<file path="src/design/sct_pkg.sv">
// package for the sixteen bit capture timer: register map, field positions,
// reset values and the mode and edge encodings shared by the design files.
// assumes a 32-bit apb register bus and a single 50 MHz clock.
package sct_pkg;
  // register byte offsets
  localparam logic [7:0] SCT_OFF_CTRL = 8'h00;
  localparam logic [7:0] SCT_OFF_COUNT = 8'h04;
  localparam logic [7:0] SCT_OFF_CCA = 8'h08;
  localparam logic [7:0] SCT_OFF_CCB = 8'h0C;
  localparam logic [7:0] SCT_OFF_STATUS = 8'h10;
  localparam logic [7:0] SCT_OFF_MASK = 8'h14;
  // control field positions
  localparam int SCT_CTRL_MODE_LSB = 0;
  localparam int SCT_CTRL_PRESC_LSB = 2;
  localparam int SCT_CTRL_EDGE_A_LSB = 4;
  localparam int SCT_CTRL_EDGE_B_LSB = 6;
  localparam int SCT_CTRL_CAP_A_BIT = 8;
  localparam int SCT_CTRL_CAP_B_BIT = 9;
  localparam int SCT_CTRL_WIDTH = 10;
  // status and mask bit positions
  localparam int SCT_ST_OVF = 0;
  localparam int SCT_ST_IRQ_A = 1;
  localparam int SCT_ST_IRQ_B = 2;
  // values after reset
  localparam logic [9:0] SCT_CTRL_RST = 10'h000;
  localparam logic [15:0] SCT_CC_RST = 16'h0000;
  localparam logic [2:0] SCT_MASK_RST = 3'h0;
  // counter limits
  localparam logic [15:0] SCT_COUNT_MAX = 16'hFFFF;
  localparam logic [15:0] SCT_COUNT_ONE = 16'h0001;
  // operating modes (operating_mode_bits)
  typedef enum logic [1:0] {
    SCT_MODE_STOP,
    SCT_MODE_FREE,
    SCT_MODE_CLR_EDGE,
    SCT_MODE_CLR_MATCH
  } sct_mode_t;
  // active edge selection (edge_select_bits)
  typedef enum logic [1:0] {
    SCT_EDGE_FALL,
    SCT_EDGE_RISE,
    SCT_EDGE_NONE,
    SCT_EDGE_BOTH
  } sct_edge_t;
endpackage

</file>
<file path="src/design/sct_edge_if.sv">
// interface between the timer core and one capture pin edge detector.
// assumes both ends run on ref_clk.
`timescale 1ns/1ps
interface sct_edge_if;
  import sct_pkg::*;
  sct_edge_t edge_sel; // which edge counts as valid
  logic edge_seen; // one-cycle pulse on a valid edge
  modport det (input edge_sel, output edge_seen);
  modport user (output edge_sel, input edge_seen);
endinterface

</file>
<file path="src/design/sct_timer.sv">
// sixteen bit capture timer: apb register slave, prescaled count clock,
// counter with three running modes, two compare/capture registers,
// sticky status with mask and one level interrupt.
// assumes an apb master on ref_clk and asynchronous capture pins.
//
// Summary of operation
// - first match may lag one count clock
// - capture during read happens; read value undefined
// - capture during read still raises its interrupt
// - compare registers not guaranteed after stop
// - overflow on wrap or match-clear from FFFFH
// - overflow clear ignored until count reaches 0001H
//
// Chosen here: the APB interface to the registers and the placing of the registers.
`timescale 1ns/1ps
module sct_timer
  import sct_pkg::*;
#(
  parameter int PRESC_W = 3 // width of the free prescaler
)
(
  input wire logic ref_clk,
  input wire logic rst,
  input wire logic psel,
  input wire logic penable,
  input wire logic pwrite,
  input wire logic [7:0] paddr,
  input wire logic [31:0] pwdata,
  output logic [31:0] prdata,
  output logic pready,
  output logic pslverr,
  input wire logic capture_input_a,
  input wire logic capture_input_b,
  output logic irq
);
  ////////////////////////////////////////////////////////////////////////////
  // state
  logic [9:0] ctrl; // timer_mode_control plus prescaler_mode_reg fields
  logic [15:0] timer_count_value; // the counter
  logic [15:0] compare_capture_a;
  logic [15:0] compare_capture_b;
  logic [2:0] status; // sticky events
  logic [2:0] mask; // interrupt enables
  logic ovf_hold; // overflow seen, count not yet 0001H
  logic [PRESC_W-1:0] presc; // free-running prescaler
  logic [9:0] next_ctrl;
  logic [15:0] next_count;
  logic [15:0] next_cca;
  logic [15:0] next_ccb;
  logic [2:0] next_status;
  logic [2:0] next_mask;
  logic next_ovf_hold;
  logic [PRESC_W-1:0] next_presc;
  logic [31:0] next_prdata;
  // decoded controls and events
  sct_mode_t mode;
  logic running;
  logic tick; // count clock pulse
  logic match_a;
  logic match_b;
  logic ovf_ev;
  logic cap_a; // capture into compare_capture_a
  logic cap_b; // capture into compare_capture_b
  logic wr; // apb write access
  logic rd_setup; // apb read setup cycle
  logic [2:0] w1c; // status bits cleared by software
  sct_edge_if eif_a ();
  sct_edge_if eif_b ();

  ////////////////////////////////////////////////////////////////////////////
  // capture pin detectors
  sct_edge_det u_edge_a (
    .ref_clk(ref_clk),
    .rst(rst),
    .pin(capture_input_a),
    .eif(eif_a.det)
  );
  sct_edge_det u_edge_b (
    .ref_clk(ref_clk),
    .rst(rst),
    .pin(capture_input_b),
    .eif(eif_b.det)
  );

  ////////////////////////////////////////////////////////////////////////////
  // decode and events
  always_comb
  begin
    mode = sct_mode_t'(ctrl[SCT_CTRL_MODE_LSB +: 2]);
    running = (mode != SCT_MODE_STOP);
    eif_a.edge_sel = sct_edge_t'(ctrl[SCT_CTRL_EDGE_A_LSB +: 2]);
    eif_b.edge_sel = sct_edge_t'(ctrl[SCT_CTRL_EDGE_B_LSB +: 2]);
    // prescaler runs free, so start is not aligned to a tick
    case (ctrl[SCT_CTRL_PRESC_LSB +: 2])
      2'h0: tick = 1'b1;
      2'h1: tick = (presc[0] == 1'b1);
      2'h2: tick = (presc[1:0] == 2'h3);
      default: tick = (presc[2:0] == 3'h7);
    endcase
    match_a = running && tick && !ctrl[SCT_CTRL_CAP_A_BIT]
      && (timer_count_value == compare_capture_a);
    match_b = running && tick && !ctrl[SCT_CTRL_CAP_B_BIT]
      && (timer_count_value == compare_capture_b);
    // captures ignore any read in flight
    cap_a = running && ctrl[SCT_CTRL_CAP_A_BIT] && eif_b.edge_seen;
    cap_b = running && ctrl[SCT_CTRL_CAP_B_BIT] && eif_a.edge_seen;
    // wrap, or match-clear from the top value
    ovf_ev = running && tick && (timer_count_value == SCT_COUNT_MAX)
      && !(mode == SCT_MODE_CLR_EDGE && eif_a.edge_seen);
    wr = psel && penable && pwrite;
    rd_setup = psel && !penable && !pwrite;
    w1c = (wr && paddr == SCT_OFF_STATUS) ? pwdata[2:0] : 3'h0;
  end

  ////////////////////////////////////////////////////////////////////////////
  // counter and prescaler next values
  always_comb
  begin
    next_presc = presc + PRESC_W'(1);
    next_count = timer_count_value;
    if (!running)
      next_count = 16'h0000; // stopped: counter held at zero
    else if (mode == SCT_MODE_CLR_EDGE && eif_a.edge_seen)
      next_count = 16'h0000; // clear and restart on the trigger edge; the counter already runs before it
    else if (tick && mode == SCT_MODE_CLR_MATCH && timer_count_value == compare_capture_a)
      next_count = 16'h0000; // clear on match with compare_capture_a
    else if (tick)
      next_count = timer_count_value + SCT_COUNT_ONE; // wraps at top
    // overflow window lasts until the counter leaves zero
    if (ovf_ev)
      next_ovf_hold = 1'b1;
    else if (!running || timer_count_value != 16'h0000)
      next_ovf_hold = 1'b0;
    else
      next_ovf_hold = ovf_hold;
  end

  ////////////////////////////////////////////////////////////////////////////
  // register file next values
  always_comb
  begin
    next_ctrl = ctrl;
    next_mask = mask;
    next_cca = compare_capture_a;
    next_ccb = compare_capture_b;
    if (wr && paddr == SCT_OFF_CTRL)
      next_ctrl = pwdata[SCT_CTRL_WIDTH-1:0];
    else if (wr && paddr == SCT_OFF_MASK)
      next_mask = pwdata[2:0];
    else if (wr && paddr == SCT_OFF_CCA)
      next_cca = pwdata[15:0];
    else if (wr && paddr == SCT_OFF_CCB)
      next_ccb = pwdata[15:0];
    // capture wins over a write; contents simply kept when stopped
    if (cap_a)
      next_cca = timer_count_value;
    if (cap_b)
      next_ccb = timer_count_value;
    // sticky status: set beats clear; a capture edge sets its flag whenever the counter runs, irq only where mask enables it
    // the overflow window re-sets the flag only while the count still reads zero
    next_status[SCT_ST_OVF] = ovf_ev || (ovf_hold && timer_count_value == 16'h0000)
      || (status[SCT_ST_OVF] && !w1c[SCT_ST_OVF]);
    next_status[SCT_ST_IRQ_A] = match_a || cap_a
      || (status[SCT_ST_IRQ_A] && !w1c[SCT_ST_IRQ_A]);
    next_status[SCT_ST_IRQ_B] = match_b || cap_b
      || (status[SCT_ST_IRQ_B] && !w1c[SCT_ST_IRQ_B]);
    // read data loaded in the setup cycle and held until the next read
    next_prdata = prdata;
    if (rd_setup)
    begin
      next_prdata = 32'h0000_0000; // unmapped offsets read zero
      if (paddr == SCT_OFF_CTRL)
        next_prdata = {22'h00_0000, ctrl};
      else if (paddr == SCT_OFF_COUNT)
        next_prdata = {16'h0000, timer_count_value};
      else if (paddr == SCT_OFF_CCA)
        next_prdata = {16'h0000, compare_capture_a}; // may race a capture
      else if (paddr == SCT_OFF_CCB)
        next_prdata = {16'h0000, compare_capture_b}; // may race a capture
      else if (paddr == SCT_OFF_STATUS)
        next_prdata = {29'h0000_0000, status};
      else if (paddr == SCT_OFF_MASK)
        next_prdata = {29'h0000_0000, mask};
    end
  end

  // apb answer: zero wait states, error on unmapped offsets
  always_comb
  begin
    pready = 1'b1;
    pslverr = psel && penable && !(paddr == SCT_OFF_CTRL || paddr == SCT_OFF_COUNT
      || paddr == SCT_OFF_CCA || paddr == SCT_OFF_CCB
      || paddr == SCT_OFF_STATUS || paddr == SCT_OFF_MASK);
  end

  ////////////////////////////////////////////////////////////////////////////
  // all registers
  always_ff @(posedge ref_clk)
  begin
    if (rst)
    begin
      ctrl <= SCT_CTRL_RST;
      timer_count_value <= 16'h0000;
      compare_capture_a <= SCT_CC_RST;
      compare_capture_b <= SCT_CC_RST;
      status <= 3'h0;
      mask <= SCT_MASK_RST;
      ovf_hold <= 1'b0;
      presc <= '0;
      prdata <= 32'h0000_0000;
      irq <= 1'b0;
    end
    else
    begin
      ctrl <= next_ctrl;
      timer_count_value <= next_count;
      compare_capture_a <= next_cca;
      compare_capture_b <= next_ccb;
      status <= next_status;
      mask <= next_mask;
      ovf_hold <= next_ovf_hold;
      presc <= next_presc;
      prdata <= next_prdata;
      irq <= |(next_status & next_mask);
    end
  end
endmodule

</file>
<file path="src/design/sct_edge_det.sv">
// edge detector for one external capture pin: two-flop synchroniser, then
// selectable edge detection. assumes the pin is asynchronous to ref_clk.
`timescale 1ns/1ps
module sct_edge_det
  import sct_pkg::*;
(
  input wire logic ref_clk,
  input wire logic rst,
  input wire logic pin,
  sct_edge_if.det eif
);
  logic sync_1; // first synchroniser stage, read only by sync_2
  logic sync_2; // second synchroniser stage
  logic last; // previous synchronised level
  logic next_seen;

  ////////////////////////////////////////////////////////////////////////////
  // edge decode on the synchronised level
  always_comb
  begin
    case (eif.edge_sel)
      SCT_EDGE_FALL: next_seen = last & ~sync_2;
      SCT_EDGE_RISE: next_seen = ~last & sync_2;
      SCT_EDGE_BOTH: next_seen = last ^ sync_2;
      default: next_seen = 1'b0;
    endcase
  end

  // synchroniser and edge pulse register
  always_ff @(posedge ref_clk)
  begin
    if (rst)
    begin
      sync_1 <= 1'b0;
      sync_2 <= 1'b0;
      last <= 1'b0;
      eif.edge_seen <= 1'b0;
    end
    else
    begin
      sync_1 <= pin;
      sync_2 <= sync_1;
      last <= sync_2;
      eif.edge_seen <= next_seen;
    end
  end
endmodule

</file>
<file path="config.mk">
export PLATFORM = sky130hd
export DESIGN_NAME = sct_timer
export DESIGN_NICKNAME = d
export VERILOG_FILES = /design/src/design/sct_pkg.sv /design/src/design/sct_edge_if.sv /design/src/design/sct_timer.sv /design/src/design/sct_edge_det.sv
export SDC_FILE = /design/constraint.sdc
export NUM_CORES = 1
export LEC_CHECK = 0
export BUFFER_PORTS_ARGS = -buffer_cell sky130_fd_sc_hd__buf_2
export CAP_MARGIN = 15
export CORE_UTILIZATION = 30
export CTS_CLUSTER_SIZE = 28
export DETAILED_ROUTE_END_ITERATION = 8
export MAX_ROUTING_LAYER = met4
export PLACE_DENSITY_LB_ADDON = 0.12
export RECOVER_POWER = 50
export REMOVE_ABC_BUFFERS = 1
export SYNTH_ARGS = -nofsm -noshare
export SYNTH_HDL_FRONTEND = slang
export SYNTH_SLANG_ARGS = --single-unit
</file>
<file path="constraint.sdc">
create_clock -name ref_clk -period 1.97 [get_ports ref_clk]
set_clock_uncertainty 0.1 [all_clocks]
set_input_delay 0.0985 -clock ref_clk [delete_from_list [all_inputs] [get_ports ref_clk]]
set_output_delay 0.0985 -clock ref_clk [all_outputs]
set_load 0.005 [all_outputs]
</file>
==> impl_summary.log <==
INFO  metric insertion_delay_to_the_later_sink_of_the_worst_skew_pair = 0.35 ns
INFO  metric crit_fanout = 2
INFO  metric die_area = 17000 um^2
INFO  metric finish.instance_area = 6459 um^2
INFO  metric p_int = 2914 uW
INFO  metric report.final.slew_viol_count = 0
INFO  metric dp.final_hpwl = 11820 um
INFO  metric num_vias = 4627
INFO  metric drt_first_pass_iters = 4
INFO  metric die_w = 130.4 um
INFO  metric syn-cell-area = 4943 um^2
INFO  metric postSynthCellCount = 595
INFO  metric boundaryPins = 82
INFO  metric grt_pass1_wl = 24970 um
INFO  metric antennaDiodeCount = 0
INFO  metric final_min_period_over_clock_period = 106.6%
INFO  metric cts_buffers = 9
INFO  metric grt_overflow = 0
INFO  metric setup_total_negative_slack = -0.1299 ns
INFO  metric most_used_dff_post_synth = sky130_fd_sc_hd__dfxtp_1
INFO  metric numPortBuffers = 48
INFO  metric critPathMaxStageDelay = 0.36 ns
INFO  metric wl = 15970 um
INFO  metric critical_path.most_common_cell = sky130_fd_sc_hd__buf_4
INFO  metric die_h = 130.4 um
INFO  metric yosysWarningCount = 0
INFO  metric most-common-layout-cells = 90 x sky130_fd_sc_hd__nor2_1, 90 x sky130_fd_sc_hd__dfxtp_1, 86 x sky130_fd_sc_hd__nand2_1, 67 x sky130_fd_sc_hd__buf_4, 35 x sky130_fd_sc_hd__buf_2
INFO  metric power.share.switching = 23.87%
INFO  metric final.setup.worst_slack = -0.1299 ns
INFO  metric ctsRootBufferMaster = sky130_fd_sc_hd__clkbuf_16
INFO  metric setup_repair_after_global_routing_missed_its_margin = yes
INFO  metric worstPathArrival = 2.26 ns
INFO  metric maxCapViolations = 0
INFO  metric setup.worst_path.end_class = flop
INFO  metric grt_max_degree = 43
INFO  metric seqPwrFrac = 49.6%
INFO  metric path_delay_family = simple AND/OR/NAND/NOR gates
INFO  metric cts.path.max_buffers = 2
INFO  metric ys_seq_area_share = 37.66%
INFO  metric r2r-start = compare_capture_a[15]
INFO  metric antenna_violations_before_repair = 0
INFO  metric timing.hold.worst_path_depth = 3
INFO  metric run_status = finished with violations
INFO  metric global_placement_routability_congestion = 0.8321
INFO  metric hold_viol_final = 0
INFO  metric timing.rr.end = irq
INFO  metric ff2ff_setup_slack = -0.13 ns
INFO  metric hold_path_startpoint = paddr[5]
INFO  metric powerDensity = 592.8 nW/um^2
INFO  metric power_leakage = 0.002673 uW
INFO  metric worst_hold_path.endpoint = prdata[0]
INFO  metric worstSetupPathDepth = 8
INFO  metric report.power.total = 3828 uW
INFO  metric reg2regPathDepth = 8
INFO  metric switching_power = 914.0 uW
INFO  metric ys_top_cells_by_area = sky130_fd_sc_hd__dfxtp_1 38%, sky130_fd_sc_hd__nor2_1 7.1%, sky130_fd_sc_hd__nand2_1 6.5%
INFO  metric pre_cts_slack = -0.3282 ns
INFO  metric crit_path_top_delay_cell = sky130_fd_sc_hd__nor4_2
INFO  metric area.sequential = 1866 um^2
INFO  metric tritoncts_num_sinks = 93
INFO  metric critPathKind = flop to flop
INFO  metric path_buf_inv = 2
INFO  metric post_drt_via_cell_ratio = 4.991
INFO  metric report.final.setup_viol = 1
INFO  metric failed_checks = negative setup slack
INFO  metric syn_area_per_cell = 8.308 um^2
INFO  metric cts_tree = yes
INFO  metric placementRows = 46
INFO  metric post-synth-top-area-fraction = 37.66%
INFO  metric ir_drop = 0.3651 mV
INFO  metric area_leader_netlist = sky130_fd_sc_hd__dfxtp_1
INFO  metric yosys.cell_types.count = 50
INFO  metric first_global_vias = 4562
INFO  metric worst_hold_slack = 0.005797 ns
INFO  metric async_flop_share = 0%
INFO  metric number_of_design_rule_violations_left_after_detail_routing = 0
INFO  metric groute.usage.overall = 20.29%
INFO  metric postRouteAntennaNets = 0
INFO  metric routed_wire_length_per_instance = 17.23 um
INFO  metric timing.critical_path.required = 2.13 ns
INFO  metric synth_edf_count = 0
INFO  metric clk_pin_slew_worst_paths = 0.07 ns
INFO  metric ordered_cell_list_for_the_critical_path = xor2_1 > nor4_2 > buf_4 > nand4_1 > nor4b_2 > buf_4 > nor3b_2 > o311ai_1
INFO  metric core-area = 16000 um^2
INFO  metric start_util = 30.90%
INFO  metric violation_count_after_the_first_detailed_route_iteration = 233
INFO  metric synthToLayoutAreaGrowth = 30.65%
INFO  metric power.share.combinational = 6.1%
INFO  metric fmaxAchievable = 476.2 MHz
INFO  metric share_of_total_power_in_the_clock_network = 44.4%
INFO  metric worstSetupStartpointType = flop
INFO  metric classification_of_the_worst_slack_hold_path = primary input to flop
INFO  metric drive_above_1_share = 24.61%
INFO  metric finalWorstPathRequiredPeriod = 2.100 ns
INFO  metric multi_input_comb_area = 2898 um^2
INFO  metric layout.filler_cells = 1682
INFO  metric postSynthRegisterBits = 93
INFO  metric placement.cell_area = 5843 um^2
INFO  metric layout.nets = 761
INFO  metric ctsHtreeMaxLevel = 3
-- registers in the layout, indices dropped and copies added (netlist names) --
signal	count
status	3
u_edge_a.sync_1	1
u_edge_b.eif.edge_seen	1
timer_count_value	16
presc	3
u_edge_a.last	1
ovf_hold	1
u_edge_b.sync_2	1
u_edge_a.sync_2	1
mask	3
u_edge_a.eif.edge_seen	1
u_edge_b.last	1
ctrl	10
compare_capture_a	16
u_edge_b.sync_1	1
compare_capture_b	16
prdata	16
irq	1
-- kinds of logic after synthesis --
family	share of synthesized area, %
flip-flops	37.66
XOR/XNOR	8.327
adder cells (fa/ha/maj)	2.025
multiplexers	8.175
other	0.1519
AND/OR/NAND/NOR	23.46
buffers and inverters	7.568
AO/OA/AOI/OAI	12.63
-- cells in the mapped netlist, types with 4 or more instances --
cell type                  count
sky130_fd_sc_hd__a21oi_1       4
sky130_fd_sc_hd__a221oi_1      7
sky130_fd_sc_hd__a22oi_1      16
sky130_fd_sc_hd__a311oi_1     31
sky130_fd_sc_hd__and3_1        5
sky130_fd_sc_hd__buf_1         4
sky130_fd_sc_hd__buf_2         5
sky130_fd_sc_hd__buf_4        19
sky130_fd_sc_hd__clkbuf_1     38
sky130_fd_sc_hd__dfxtp_1      93
sky130_fd_sc_hd__ha_1          8
sky130_fd_sc_hd__inv_1        13
sky130_fd_sc_hd__mux2_2       13
sky130_fd_sc_hd__mux2i_1      19
sky130_fd_sc_hd__nand2_1      86
sky130_fd_sc_hd__nand3_1       8
sky130_fd_sc_hd__nand4_1       9
sky130_fd_sc_hd__nor2_1       93
sky130_fd_sc_hd__nor2b_1       8
sky130_fd_sc_hd__nor3_1       11
sky130_fd_sc_hd__nor4_1        8
sky130_fd_sc_hd__o21ai_0       5
sky130_fd_sc_hd__o21ai_1       4
sky130_fd_sc_hd__xnor2_1      18
sky130_fd_sc_hd__xor2_1       29
-- area by class of cell --
cell class              instances  share of cell area [%]
flip-flops and latches         93                   28.88
inverters                      13                  0.7555
well taps                     216                   4.184
repair buffers                151                   16.85
clock inverters                 5                  0.5424
multi-input cells             438                   44.87
clock buffers                  11                   3.913
-- routing by layer --
layer  GRT usage (%)  wire length (um)
met3           3.157               758
met4           8.722               416
met5               -                 0
met1           25.75              7560
met2           31.91              7237
-- tightest hold or removal path, cell delays in order --
cell and delay [ns]:
sky130_fd_sc_hd__buf_2 0.14, sky130_fd_sc_hd__or4_1 0.12, sky130_fd_sc_hd__a21oi_1 0.05
-- what timing repair did --
action | in CTS | in global routing
pin swaps | 8 | 4
hold endpoints to repair | 46 | 0
endpoints found under the setup margin | 11 | 21
hold buffers | 18 | 0
cloned | 0 | 1
setup buffers | 1 | 2
resized for setup | 13 | 27
-- power by group through the flow --
stage          Sequential (uW)  Combinational [uW]  Clock, uW
2_1_floorplan             1940                58.9          0
3_3_place_gp              1940                 197          0
3_5_place_dp              1940                 200          0
4_1_cts                   1890                 230       1750
5_1_grt                   1900                 254       1820
6_report                  1900                 232       1700
-- worst max-delay path by stage --
stage | start | endpoint
6_report | compare_capture_a[15] | irq
4_1_cts | compare_capture_a[15] | irq
3_5_place_dp | compare_capture_a[11] | irq
2_1_floorplan | presc[0] | timer_count_value[9]
3_3_place_gp | compare_capture_a[6] | irq
5_1_grt | compare_capture_a[15] | irq
-- per-stage QoR --
stage	utilization (%)	std cells
after floorplan	-	544
after global placement	36.52	889
after detailed placement	36.52	889
after CTS	39.83	924
after global routing	40.37	927
final	40.37	927
Power figures use the tool's default switching activity.
